==> src/shared/sdbo_pkg.sv <==
// Shared constants, types and decode functions for the burst-order mode-set link
package sdbo_pkg;

  // Widths of link fields
  localparam int unsigned COL_W = 8;      // Column bits C9..C2, C1:C0 never sent
  localparam int unsigned WORD_W = 16;
  localparam int unsigned MA_W = 6;
  localparam int unsigned MR_W = 8;
  localparam int unsigned BEAT_W = 5;
  localparam int unsigned MEM_WORDS = 64;

  // Mode register addresses
  localparam logic [MA_W-1:0] MA_BURST_MODE = 6'h01;
  localparam logic [MA_W-1:0] MA_SET_POINT = 6'h0d;

  // Reset values
  localparam logic [MR_W-1:0] BURST_MODE_RST = 8'h00;
  localparam logic [MR_W-1:0] SET_POINT_RST = 8'h00;

  // Burst mode field positions
  localparam int unsigned BL_LSB = 0;
  localparam int unsigned RD_PRE_TYPE_BIT = 3;
  localparam int unsigned WR_RECOV_LSB = 4;
  localparam int unsigned RD_POST_LEN_BIT = 7;

  // Set point register field positions
  localparam int unsigned WR_SET_POINT_BIT = 6;
  localparam int unsigned OP_SET_POINT_BIT = 7;

  // Burst length codes
  localparam logic [1:0] BL_CODE_16 = 2'h0;
  localparam logic [1:0] BL_CODE_32 = 2'h1;
  localparam logic [1:0] BL_CODE_OTF = 2'h2;

  // Strobe timing in clock cycles
  localparam logic [BEAT_W-1:0] PRE_LAST = 5'h01;    // Two preamble cycles
  localparam logic [BEAT_W-1:0] POST_LAST_SHORT = 5'h00;
  localparam logic [BEAT_W-1:0] POST_LAST_LONG = 5'h02;
  localparam logic [BEAT_W-1:0] BEAT_LAST_16 = 5'h0f;
  localparam logic [BEAT_W-1:0] BEAT_LAST_32 = 5'h1f;

  // Controller register indices
  localparam logic [7:0] REG_CMD = 8'h00;
  localparam logic [7:0] REG_WSEED = 8'h01;
  localparam logic [7:0] REG_STATUS = 8'h02;
  localparam logic [7:0] REG_RBUF = 8'h20;

  // Command register fields
  localparam int unsigned CMD_OP_LSB = 0;
  localparam int unsigned CMD_ACR_BIT = 3;
  localparam int unsigned CMD_BL32_BIT = 4;
  localparam int unsigned CMD_COL_LSB = 8;
  localparam int unsigned CMD_MA_LSB = 16;
  localparam int unsigned CMD_MD_LSB = 24;

  // Link commands
  typedef enum logic [2:0] {SDBO_NOP, SDBO_MRW, SDBO_MRR, SDBO_READ, SDBO_WRITE} sdbo_op_t;

  // Write recovery code to clock cycles
  function automatic logic [5:0] sdbo_recov_cycles(input logic [2:0] code);
    logic [5:0] cyc;
    cyc = 6'h06;
    case (code)
      3'h0: cyc = 6'h06;
      3'h1: cyc = 6'h0a;
      3'h2: cyc = 6'h10;
      3'h3: cyc = 6'h14;
      3'h4: cyc = 6'h18;
      3'h5: cyc = 6'h1e;
      3'h6: cyc = 6'h22;
      default: cyc = 6'h28;
    endcase
    return cyc;
  endfunction

  // Burst length code and command bit to a 32-beat flag
  function automatic logic sdbo_is_bl32(input logic [1:0] code, input logic otf_bit);
    logic res;
    res = 1'b0;
    case (code)
      BL_CODE_16: res = 1'b0;
      BL_CODE_32: res = 1'b1;
      BL_CODE_OTF: res = otf_bit;
      default: res = 1'b0;
    endcase
    return res;
  endfunction

endpackage

==> src/shared/sdbo_link_if.sv <==
// Link between the memory controller end and the device end
interface sdbo_link_if;
  import sdbo_pkg::*;

  logic cmd_valid;
  sdbo_op_t cmd_op;
  logic [COL_W-1:0] cmd_col;
  logic cmd_bl32;
  logic cmd_auto_close_row;
  logic [MA_W-1:0] cmd_ma;
  logic [MR_W-1:0] cmd_md;
  logic wr_valid;
  logic [WORD_W-1:0] wr_data;
  logic dev_busy;
  logic rd_valid;
  logic [WORD_W-1:0] rd_data;
  logic dqs_t;
  logic dqs_oe_n;
  logic mr_valid;
  logic [MR_W-1:0] mr_data;

  modport device (
    input cmd_valid, cmd_op, cmd_col, cmd_bl32, cmd_auto_close_row, cmd_ma, cmd_md, wr_valid, wr_data,
    output dev_busy, rd_valid, rd_data, dqs_t, dqs_oe_n, mr_valid, mr_data
  );

  modport ctrl (
    output cmd_valid, cmd_op, cmd_col, cmd_bl32, cmd_auto_close_row, cmd_ma, cmd_md, wr_valid, wr_data,
    input dev_busy, rd_valid, rd_data, dqs_t, dqs_oe_n, mr_valid, mr_data
  );
endinterface

==> src/rtl/sdbo_dev.sv <==
// Device end: burst mode register copies, burst ordering, strobe shaping, write recovery
//
// The register offsets and the strobed register port were decided locally.
module sdbo_dev
  import sdbo_pkg::*;
(
  // Clock and reset
  input wire logic ref_clk_in,
  input wire logic reset_in,
  // Link to the controller
  sdbo_link_if.device link,
  // Device status
  output logic precharge_start_out,
  output logic [MR_W-1:0] active_mode_out
);

  typedef enum logic [2:0] {ST_IDLE, ST_WRITE, ST_RECOV, ST_RPRE, ST_RDATA, ST_RPOST} sdbo_dev_state_t;

  sdbo_dev_state_t state, next_state;
  logic [MR_W-1:0] burst_mode [2];
  logic [MR_W-1:0] next_burst_mode [2];
  logic [MR_W-1:0] frequency_set_point_register, next_frequency_set_point_register;
  logic [BEAT_W-1:0] beat, next_beat;
  logic [COL_W-1:0] col_q, next_col_q;
  logic bl32_q, next_bl32_q;
  logic acr_q, next_acr_q;
  logic [5:0] recov_cnt, next_recov_cnt;
  logic rd_valid, next_rd_valid;
  logic [WORD_W-1:0] rd_data, next_rd_data;
  logic dqs_t, next_dqs_t;
  logic dqs_oe_n, next_dqs_oe_n;
  logic mr_valid, next_mr_valid;
  logic [MR_W-1:0] mr_data, next_mr_data;
  logic next_precharge;
  logic [MR_W-1:0] next_active_mode;
  logic [WORD_W-1:0] mem [MEM_WORDS];
  logic mem_we;
  logic [5:0] mem_waddr;
  logic [5:0] mem_raddr;
  logic [MR_W-1:0] act;
  logic [BEAT_W-1:0] beat_last;
  logic [BEAT_W-1:0] post_last;
  logic half_sel;
  logic [3:0] low_idx;

  // Operating copy and burst-derived limits
  assign act = burst_mode[frequency_set_point_register[OP_SET_POINT_BIT]];
  assign beat_last = bl32_q ? BEAT_LAST_32 : BEAT_LAST_16;
  assign post_last = act[RD_POST_LEN_BIT] ? POST_LAST_LONG : POST_LAST_SHORT;

  // Read order: start at C3:C2 times four, wrap in sixteen, swap half after beat 15
  assign half_sel = col_q[2] ^ (bl32_q & beat[4]);
  assign low_idx = 4'({col_q[1:0], 2'h0} + beat[3:0]);
  assign mem_raddr = {col_q[3], half_sel, low_idx};

  // Link outputs
  assign link.dev_busy = (state != ST_IDLE);
  assign link.rd_valid = rd_valid;
  assign link.rd_data = rd_data;
  assign link.dqs_t = dqs_t;
  assign link.dqs_oe_n = dqs_oe_n;
  assign link.mr_valid = mr_valid;
  assign link.mr_data = mr_data;

  // Next-state and output computation
  always_comb
  begin
    next_state = state;
    next_burst_mode = burst_mode;
    next_frequency_set_point_register = frequency_set_point_register;
    next_beat = beat;
    next_col_q = col_q;
    next_bl32_q = bl32_q;
    next_acr_q = acr_q;
    next_recov_cnt = recov_cnt;
    next_rd_valid = 1'b0;
    next_rd_data = rd_data;
    next_dqs_t = 1'b0;
    next_dqs_oe_n = 1'b1;
    next_mr_valid = 1'b0;
    next_mr_data = mr_data;
    next_precharge = 1'b0;
    mem_we = 1'b0;
    mem_waddr = 6'h00;
    unique case (state)
      ST_IDLE:
      begin
        if (link.cmd_valid)
        begin
          case (link.cmd_op)
            SDBO_MRW:
            begin
              if (link.cmd_ma == MA_BURST_MODE)
              begin
                next_burst_mode[frequency_set_point_register[WR_SET_POINT_BIT]] = link.cmd_md;
              end
              if (link.cmd_ma == MA_SET_POINT)
              begin
                next_frequency_set_point_register = link.cmd_md;
              end
            end
            SDBO_MRR:
            begin
              next_mr_valid = 1'b1;
              if (link.cmd_ma == MA_BURST_MODE)
              begin
                next_mr_data = burst_mode[frequency_set_point_register[WR_SET_POINT_BIT]];
              end
              else if (link.cmd_ma == MA_SET_POINT)
              begin
                next_mr_data = frequency_set_point_register;
              end
              else
              begin
                next_mr_data = 8'h00;
              end
            end
            SDBO_WRITE, SDBO_READ:
            begin
              next_col_q = link.cmd_col;
              next_bl32_q = sdbo_is_bl32(act[BL_LSB +: 2], link.cmd_bl32);
              next_acr_q = link.cmd_auto_close_row;
              next_beat = 5'h00;
              next_state = (link.cmd_op == SDBO_WRITE) ? ST_WRITE : ST_RPRE;
            end
            default:
            begin
            end
          endcase
        end
      end
      ST_WRITE:
      begin
        if (link.wr_valid)
        begin
          mem_we = 1'b1;
          // Linear fill, C3:C2 ignored, C4 kept only for 16 beats
          mem_waddr = {col_q[3], bl32_q ? beat : {col_q[2], beat[3:0]}};
          next_beat = 5'(beat + 5'h01);
          if (beat == beat_last)
          begin
            next_recov_cnt = 6'(sdbo_recov_cycles(act[WR_RECOV_LSB +: 3]) - 6'h01);
            next_state = acr_q ? ST_RECOV : ST_IDLE;
          end
        end
      end
      ST_RECOV:
      begin
        // Internal precharge starts after the programmed count
        if (recov_cnt == 6'h00)
        begin
          next_precharge = 1'b1;
          next_state = ST_IDLE;
        end
        else
        begin
          next_recov_cnt = 6'(recov_cnt - 6'h01);
        end
      end
      ST_RPRE:
      begin
        next_dqs_oe_n = 1'b0;
        next_dqs_t = act[RD_PRE_TYPE_BIT] & beat[0];
        next_beat = 5'(beat + 5'h01);
        if (beat == PRE_LAST)
        begin
          next_beat = 5'h00;
          next_state = ST_RDATA;
        end
      end
      ST_RDATA:
      begin
        next_dqs_oe_n = 1'b0;
        next_dqs_t = beat[0];
        next_rd_valid = 1'b1;
        next_rd_data = mem[mem_raddr];
        next_beat = 5'(beat + 5'h01);
        if (beat == beat_last)
        begin
          next_beat = 5'h00;
          next_state = ST_RPOST;
        end
      end
      ST_RPOST:
      begin
        // Long form adds a high cycle between two low ones
        next_dqs_oe_n = 1'b0;
        next_dqs_t = (beat == 5'h01);
        next_beat = 5'(beat + 5'h01);
        if (beat == post_last)
        begin
          next_beat = 5'h00;
          next_state = ST_IDLE;
        end
      end
    endcase
    next_active_mode = next_burst_mode[next_frequency_set_point_register[OP_SET_POINT_BIT]];
  end

  // State registers
  always_ff @(posedge ref_clk_in)
  begin
    if (reset_in)
    begin
      state <= ST_IDLE;
      burst_mode[0] <= BURST_MODE_RST;
      burst_mode[1] <= BURST_MODE_RST;
      frequency_set_point_register <= SET_POINT_RST;
      beat <= 5'h00;
      col_q <= 8'h00;
      bl32_q <= 1'b0;
      acr_q <= 1'b0;
      recov_cnt <= 6'h00;
      rd_valid <= 1'b0;
      rd_data <= 16'h0000;
      dqs_t <= 1'b0;
      dqs_oe_n <= 1'b1;
      mr_valid <= 1'b0;
      mr_data <= 8'h00;
      precharge_start_out <= 1'b0;
      active_mode_out <= BURST_MODE_RST;
    end
    else
    begin
      state <= next_state;
      burst_mode <= next_burst_mode;
      frequency_set_point_register <= next_frequency_set_point_register;
      beat <= next_beat;
      col_q <= next_col_q;
      bl32_q <= next_bl32_q;
      acr_q <= next_acr_q;
      recov_cnt <= next_recov_cnt;
      rd_valid <= next_rd_valid;
      rd_data <= next_rd_data;
      dqs_t <= next_dqs_t;
      dqs_oe_n <= next_dqs_oe_n;
      mr_valid <= next_mr_valid;
      mr_data <= next_mr_data;
      precharge_start_out <= next_precharge;
      active_mode_out <= next_active_mode;
    end
  end

  // Word storage, no reset
  always_ff @(posedge ref_clk_in)
  begin
    if (mem_we)
    begin
      mem[mem_waddr] <= link.wr_data;
    end
  end

endmodule // sdbo_dev

==> src/flat_wrapper.sv <==
// flat-port wrapper written by rule: the top's interface ports become plain ports
module sdbo_dev_flat import sdbo_pkg::*;
  (ref_clk_in, reset_in, precharge_start_out, active_mode_out, link_cmd_valid, link_cmd_op, link_cmd_col, link_cmd_bl32, link_cmd_auto_close_row, link_cmd_ma, link_cmd_md, link_wr_valid, link_wr_data, link_dev_busy, link_rd_valid, link_rd_data, link_dqs_t, link_dqs_oe_n, link_mr_valid, link_mr_data);
  sdbo_link_if link_i ();
  input wire logic ref_clk_in;
  input wire logic reset_in;
  output logic precharge_start_out;
  output logic [MR_W-1:0] active_mode_out;
  input wire logic [$bits(link_i.cmd_valid)-1:0] link_cmd_valid;
  input wire logic [$bits(link_i.cmd_op)-1:0] link_cmd_op;
  input wire logic [$bits(link_i.cmd_col)-1:0] link_cmd_col;
  input wire logic [$bits(link_i.cmd_bl32)-1:0] link_cmd_bl32;
  input wire logic [$bits(link_i.cmd_auto_close_row)-1:0] link_cmd_auto_close_row;
  input wire logic [$bits(link_i.cmd_ma)-1:0] link_cmd_ma;
  input wire logic [$bits(link_i.cmd_md)-1:0] link_cmd_md;
  input wire logic [$bits(link_i.wr_valid)-1:0] link_wr_valid;
  input wire logic [$bits(link_i.wr_data)-1:0] link_wr_data;
  output wire logic [$bits(link_i.dev_busy)-1:0] link_dev_busy;
  output wire logic [$bits(link_i.rd_valid)-1:0] link_rd_valid;
  output wire logic [$bits(link_i.rd_data)-1:0] link_rd_data;
  output wire logic [$bits(link_i.dqs_t)-1:0] link_dqs_t;
  output wire logic [$bits(link_i.dqs_oe_n)-1:0] link_dqs_oe_n;
  output wire logic [$bits(link_i.mr_valid)-1:0] link_mr_valid;
  output wire logic [$bits(link_i.mr_data)-1:0] link_mr_data;
  assign link_i.cmd_valid = link_cmd_valid;
  assign link_i.cmd_op = link_cmd_op;
  assign link_i.cmd_col = link_cmd_col;
  assign link_i.cmd_bl32 = link_cmd_bl32;
  assign link_i.cmd_auto_close_row = link_cmd_auto_close_row;
  assign link_i.cmd_ma = link_cmd_ma;
  assign link_i.cmd_md = link_cmd_md;
  assign link_i.wr_valid = link_wr_valid;
  assign link_i.wr_data = link_wr_data;
  assign link_dev_busy = link_i.dev_busy;
  assign link_rd_valid = link_i.rd_valid;
  assign link_rd_data = link_i.rd_data;
  assign link_dqs_t = link_i.dqs_t;
  assign link_dqs_oe_n = link_i.dqs_oe_n;
  assign link_mr_valid = link_i.mr_valid;
  assign link_mr_data = link_i.mr_data;
  sdbo_dev u_core (.ref_clk_in(ref_clk_in), .reset_in(reset_in), .link(link_i), .precharge_start_out(precharge_start_out), .active_mode_out(active_mode_out));
endmodule
==> config.mk <==
export PLATFORM = sky130hd
export DESIGN_NAME = sdbo_dev_flat
export DESIGN_NICKNAME = d
export VERILOG_FILES = /design/src/shared/sdbo_pkg.sv /design/src/shared/sdbo_link_if.sv /design/src/rtl/sdbo_dev.sv /design/src/flat_wrapper.sv
export SDC_FILE = /design/constraint.sdc
export NUM_CORES = 1
export LEC_CHECK = 0
export BUFFER_PORTS_ARGS = -buffer_cell sky130_fd_sc_hd__buf_2
export CORE_MARGIN = 5
export CORE_UTILIZATION = 40
export CTS_BUF_LIST = sky130_fd_sc_hd__clkbuf_8
export CTS_CLUSTER_DIAMETER = 50
export DETAILED_ROUTE_END_ITERATION = 6
export GPL_TIMING_DRIVEN = 0
export HOLD_SLACK_MARGIN = 0.05
export MAX_ROUTING_LAYER = met4
export PLACE_DENSITY_LB_ADDON = 0.2
export SLEW_MARGIN = 30
export SYNTH_ARGS = -nofsm -noshare
export SYNTH_HDL_FRONTEND = slang
export SYNTH_SLANG_ARGS = --single-unit
==> constraint.sdc <==
create_clock -name ref_clk_in -period 4.45 [get_ports ref_clk_in]
set_clock_uncertainty 0.05 [all_clocks]
set_input_delay 0.89 -clock ref_clk_in [delete_from_list [all_inputs] [get_ports ref_clk_in]]
set_output_delay 0.89 -clock ref_clk_in [all_outputs]
set_load 0.1 [all_outputs]
==> results.yml <==
outcome:
  status: "completed"
power:
  power.internal_mw: 16.3
  pwr-share-comb_pct: 11.0
  switchingPower_mw: 5.50
  seqPwrFrac_pct: 52.4
  ir_worst_vdd_mv: 0.241
  clockPowerShare_pct: 36.5
  powerDensity_nw_per_um2: 441
  power.total_mw: 21.8
  power_switching_share_pct: 25.3
  p_leak_nw: 15.3
route:
  vias_per_cell: 5.57
  drc: 0
  first_iter_violations: 2057
  antenna_left: 0
  drtPass1Iterations: 5
  vias: 22267
  routed_wl_mm: 109
  wl_per_cell_um: 27.3
job:
  max-cap-violations: 0
placed_design:
  portBuffers: 80
  pre_cts_slack_ps: -462
  dp_hpwl_mm: 70.4
  place_congestion: 0.896
timing:
  hold_violations: 0
  max_freq_mhz: 230
  post-route-worst-setup-slack_ps: 92.9
  slew_headroom_pct: 36.0
  period_share_pct: 97.9
  whs_ps: 269
  worst_slew_pin_slew_ps: 960
  rsz0062_at_grt: "true"
  setup_viol: 0
  slew_viol_final: 0
  period_needed_ps: 4360
logic_synthesis:
  synth_edf_count: 1024
  yosys_warnings: 0
  yosys-top-cells-count: "1024 x edfxtp_1, 271 x mux4_2, 144 x nand2_1"
  yosys.cell_types.count: 64
  ys_top_cells_by_area: "edfxtp_1 72%, mux4_2 14%, dfxtp_1 3.8%"
  synth_seq_cells: 1105
  synth_area_leader_cell: "edfxtp_1"
  synthFlopType: "edfxtp_1"
  synth_top_area_share_pct: 71.7
  syn_avg_cell_area_um2: 19.9
  yosysSeqAreaShare_pct: 75.5
  synth.most_common_cell: "edfxtp_1"
  synth.net_count: 2213
  synth_cells: 2159
  synthArstFlopShare_pct: 0
  netlist_area_um2: 42900
floorplanning:
  die-area_um2: 114000
  pin_count: 85
  rows: 120
  die_h_um: 337
  start_util_pct: 40.2
  core_um2: 107000
  fp.dieW_um: 337
setup_path:
  worstSetupEndpointType: "register"
  ff2ff_setup_slack_ps: 90
  worstPathRequired_ps: 4840
  start_kind: "register"
  crit_fanout: 16
  r2r-end: "u_core.mem[37][11]$_DFFE_PP_"
  rr_startpoint: "u_core.beat[0]$_SDFFE_PP0P_"
  worstPathArrival_ps: 4750
  rr_worst_depth: 7
  path_class: "register to register"
global_route:
  grtUsageTotal_pct: 19.8
  grt_max_degree: 65
  grt_pass1_wl_mm: 159
  grt.overflow.total: 0
  grt_pass1_vias: 23031
  antenna_found_initial: 7
hold_path:
  hold_start: "link_cmd_col[0]"
  holdPathEnd: "u_core.col_q[0]$_SDFFE_PP0P_"
  hold_depth: 3
  hold_path_class: "input pin to register"
cells_and_area:
  layout-drive-gt1-share_pct: 28.4
  fin_util_pct: 46.2
  synthToLayoutAreaGrowth_pct: 15.1
  nets: 2510
clock_tree:
  numCtsBuffers: 179
  cts_root_buf: "clkbuf_8"
  cts.sinks: 1105
  path_clk_slew_ps: 70
  cts_tree: "built"
  h-tree-depth: 4
  insertion_delay_ps: 830
  cts_buffer_depth: 3
placed cells by master, fill, tap and decap left out, types with 58 or more instances in the layout:
cell type  instances
edfxtp_1        1024
mux4_2           271
clkbuf_8         187
nand2_1          144
buf_2             93
dfxtp_1           81
nor2_1            68
inv_1             68
a21oi_1           66
clkbuf_1          61
mux2i_1           58
worst max-delay path, stage by stage, from the launching register on:
cell             delay (ps)
dfxtp_1                 610
buf_2                   400
buf_2                   420
buf_2                   460
clkdlybuf4s15_2         570
nor2b_1                 280
nand3_2                 470
nor2_4                  670
cell families after synthesis:
family | Yosys count | share of synthesized area, %
compound gates | 203 | 3.17
flops | 1105 | 75.5
buf+inv | 122 | 1.25
mux | 333 | 15.7
xor+xnor | 8 | 0.163
simple gates | 381 | 4.03
fa+ha+maj | 7 | 0.204
how the worst max path moves through the flow:
stage | slack (ps) | startpoint | cells after the start | end
4_1_cts | 40 | u_core.beat[0]$_SDFFE_PP0P_ | 7 | u_core.mem[59][12]$_DFFE_PP_
3_3_place_gp | -1030 | u_core.beat[1]$_SDFFE_PP0P_ | 8 | u_core.mem[31][0]$_DFFE_PP_
2_1_floorplan | 1310 | u_core.beat[1]$_SDFFE_PP0P_ | 8 | u_core.mem[15][0]$_DFFE_PP_
5_1_grt | -40 | u_core.beat[0]$_SDFFE_PP0P_ | 7 | u_core.mem[37][14]$_DFFE_PP_
3_5_place_dp | -460 | u_core.beat[0]$_SDFFE_PP0P_ | 8 | u_core.mem[21][12]$_DFFE_PP_
6_report | 90 | u_core.beat[0]$_SDFFE_PP0P_ | 7 | u_core.mem[37][11]$_DFFE_PP_
per-layer routing:
metal | GRT usage [%] | share of wire (%)
met1 | 27.3 | 44
met2 | 30.8 | 48
met3 | 3.59 | 6.0
met4 | 5.18 | 2.0
met5 | - | 0
cell type report:
| cell class | count | area [um2] |
|---|---|---|
| fillers | 8992 | 57400 |
| diodes | 5 | 12.5 |
| clock buffers | 187 | 2570 |
| flip-flops and latches | 1105 | 32400 |
| well taps | 1403 | 1760 |
| inverters | 6 | 22.5 |
| plain buffers | 116 | 546 |
| clock inverters | 129 | 633 |
| repair buffers | 116 | 991 |
| multi-input cells | 932 | 10400 |
what timing repair did:
action / in CTS / in global routing
hold buffers: 0 / 0
cloned: 0 / 0
endpoints found under the setup margin: 418 / 33
pin swaps: 10 / 2
buffers inserted: 12 / 0
gates resized for setup: 12 / 3
sequential cells by signal, summed over array words and instances, names as in the netlist, 3 cells and up:
register and cells:
u_core.burst_mode 16, u_core.frequency_set_point_register 8, u_core.recov_cnt 6, u_core.col_q 4, u_core.beat 5, u_core.mem 1024
u_core.link.mr_data 8, u_core.link.rd_data 16, u_core.state 3, u_core.active_mode_out 8
power groups by stage:
stage	sequential, mW	clock [mW]	combinational, mW
floorplan	11.7	0	1.46
global placement	11.6	0	2.36
detailed placement	11.6	0	2.43
CTS	11.4	8.14	2.44
global route	11.4	8.62	2.56
finish	11.4	7.95	2.40
per-stage QoR:
| step | TNS, ps | area (um2) | std cells |
|---|---|---|---|
| floorplan | 0 | 42900 | 2159 |
| global route | -735 | 49300 | 3998 |
| CTS | 0 | 49300 | 3994 |
| global placement | -589760 | 45000 | 3642 |
| finish | 0 | 49300 | 3999 |
| detailed placement | -85700 | 45800 | 3666 |
(Power assumes the default switching activity.)
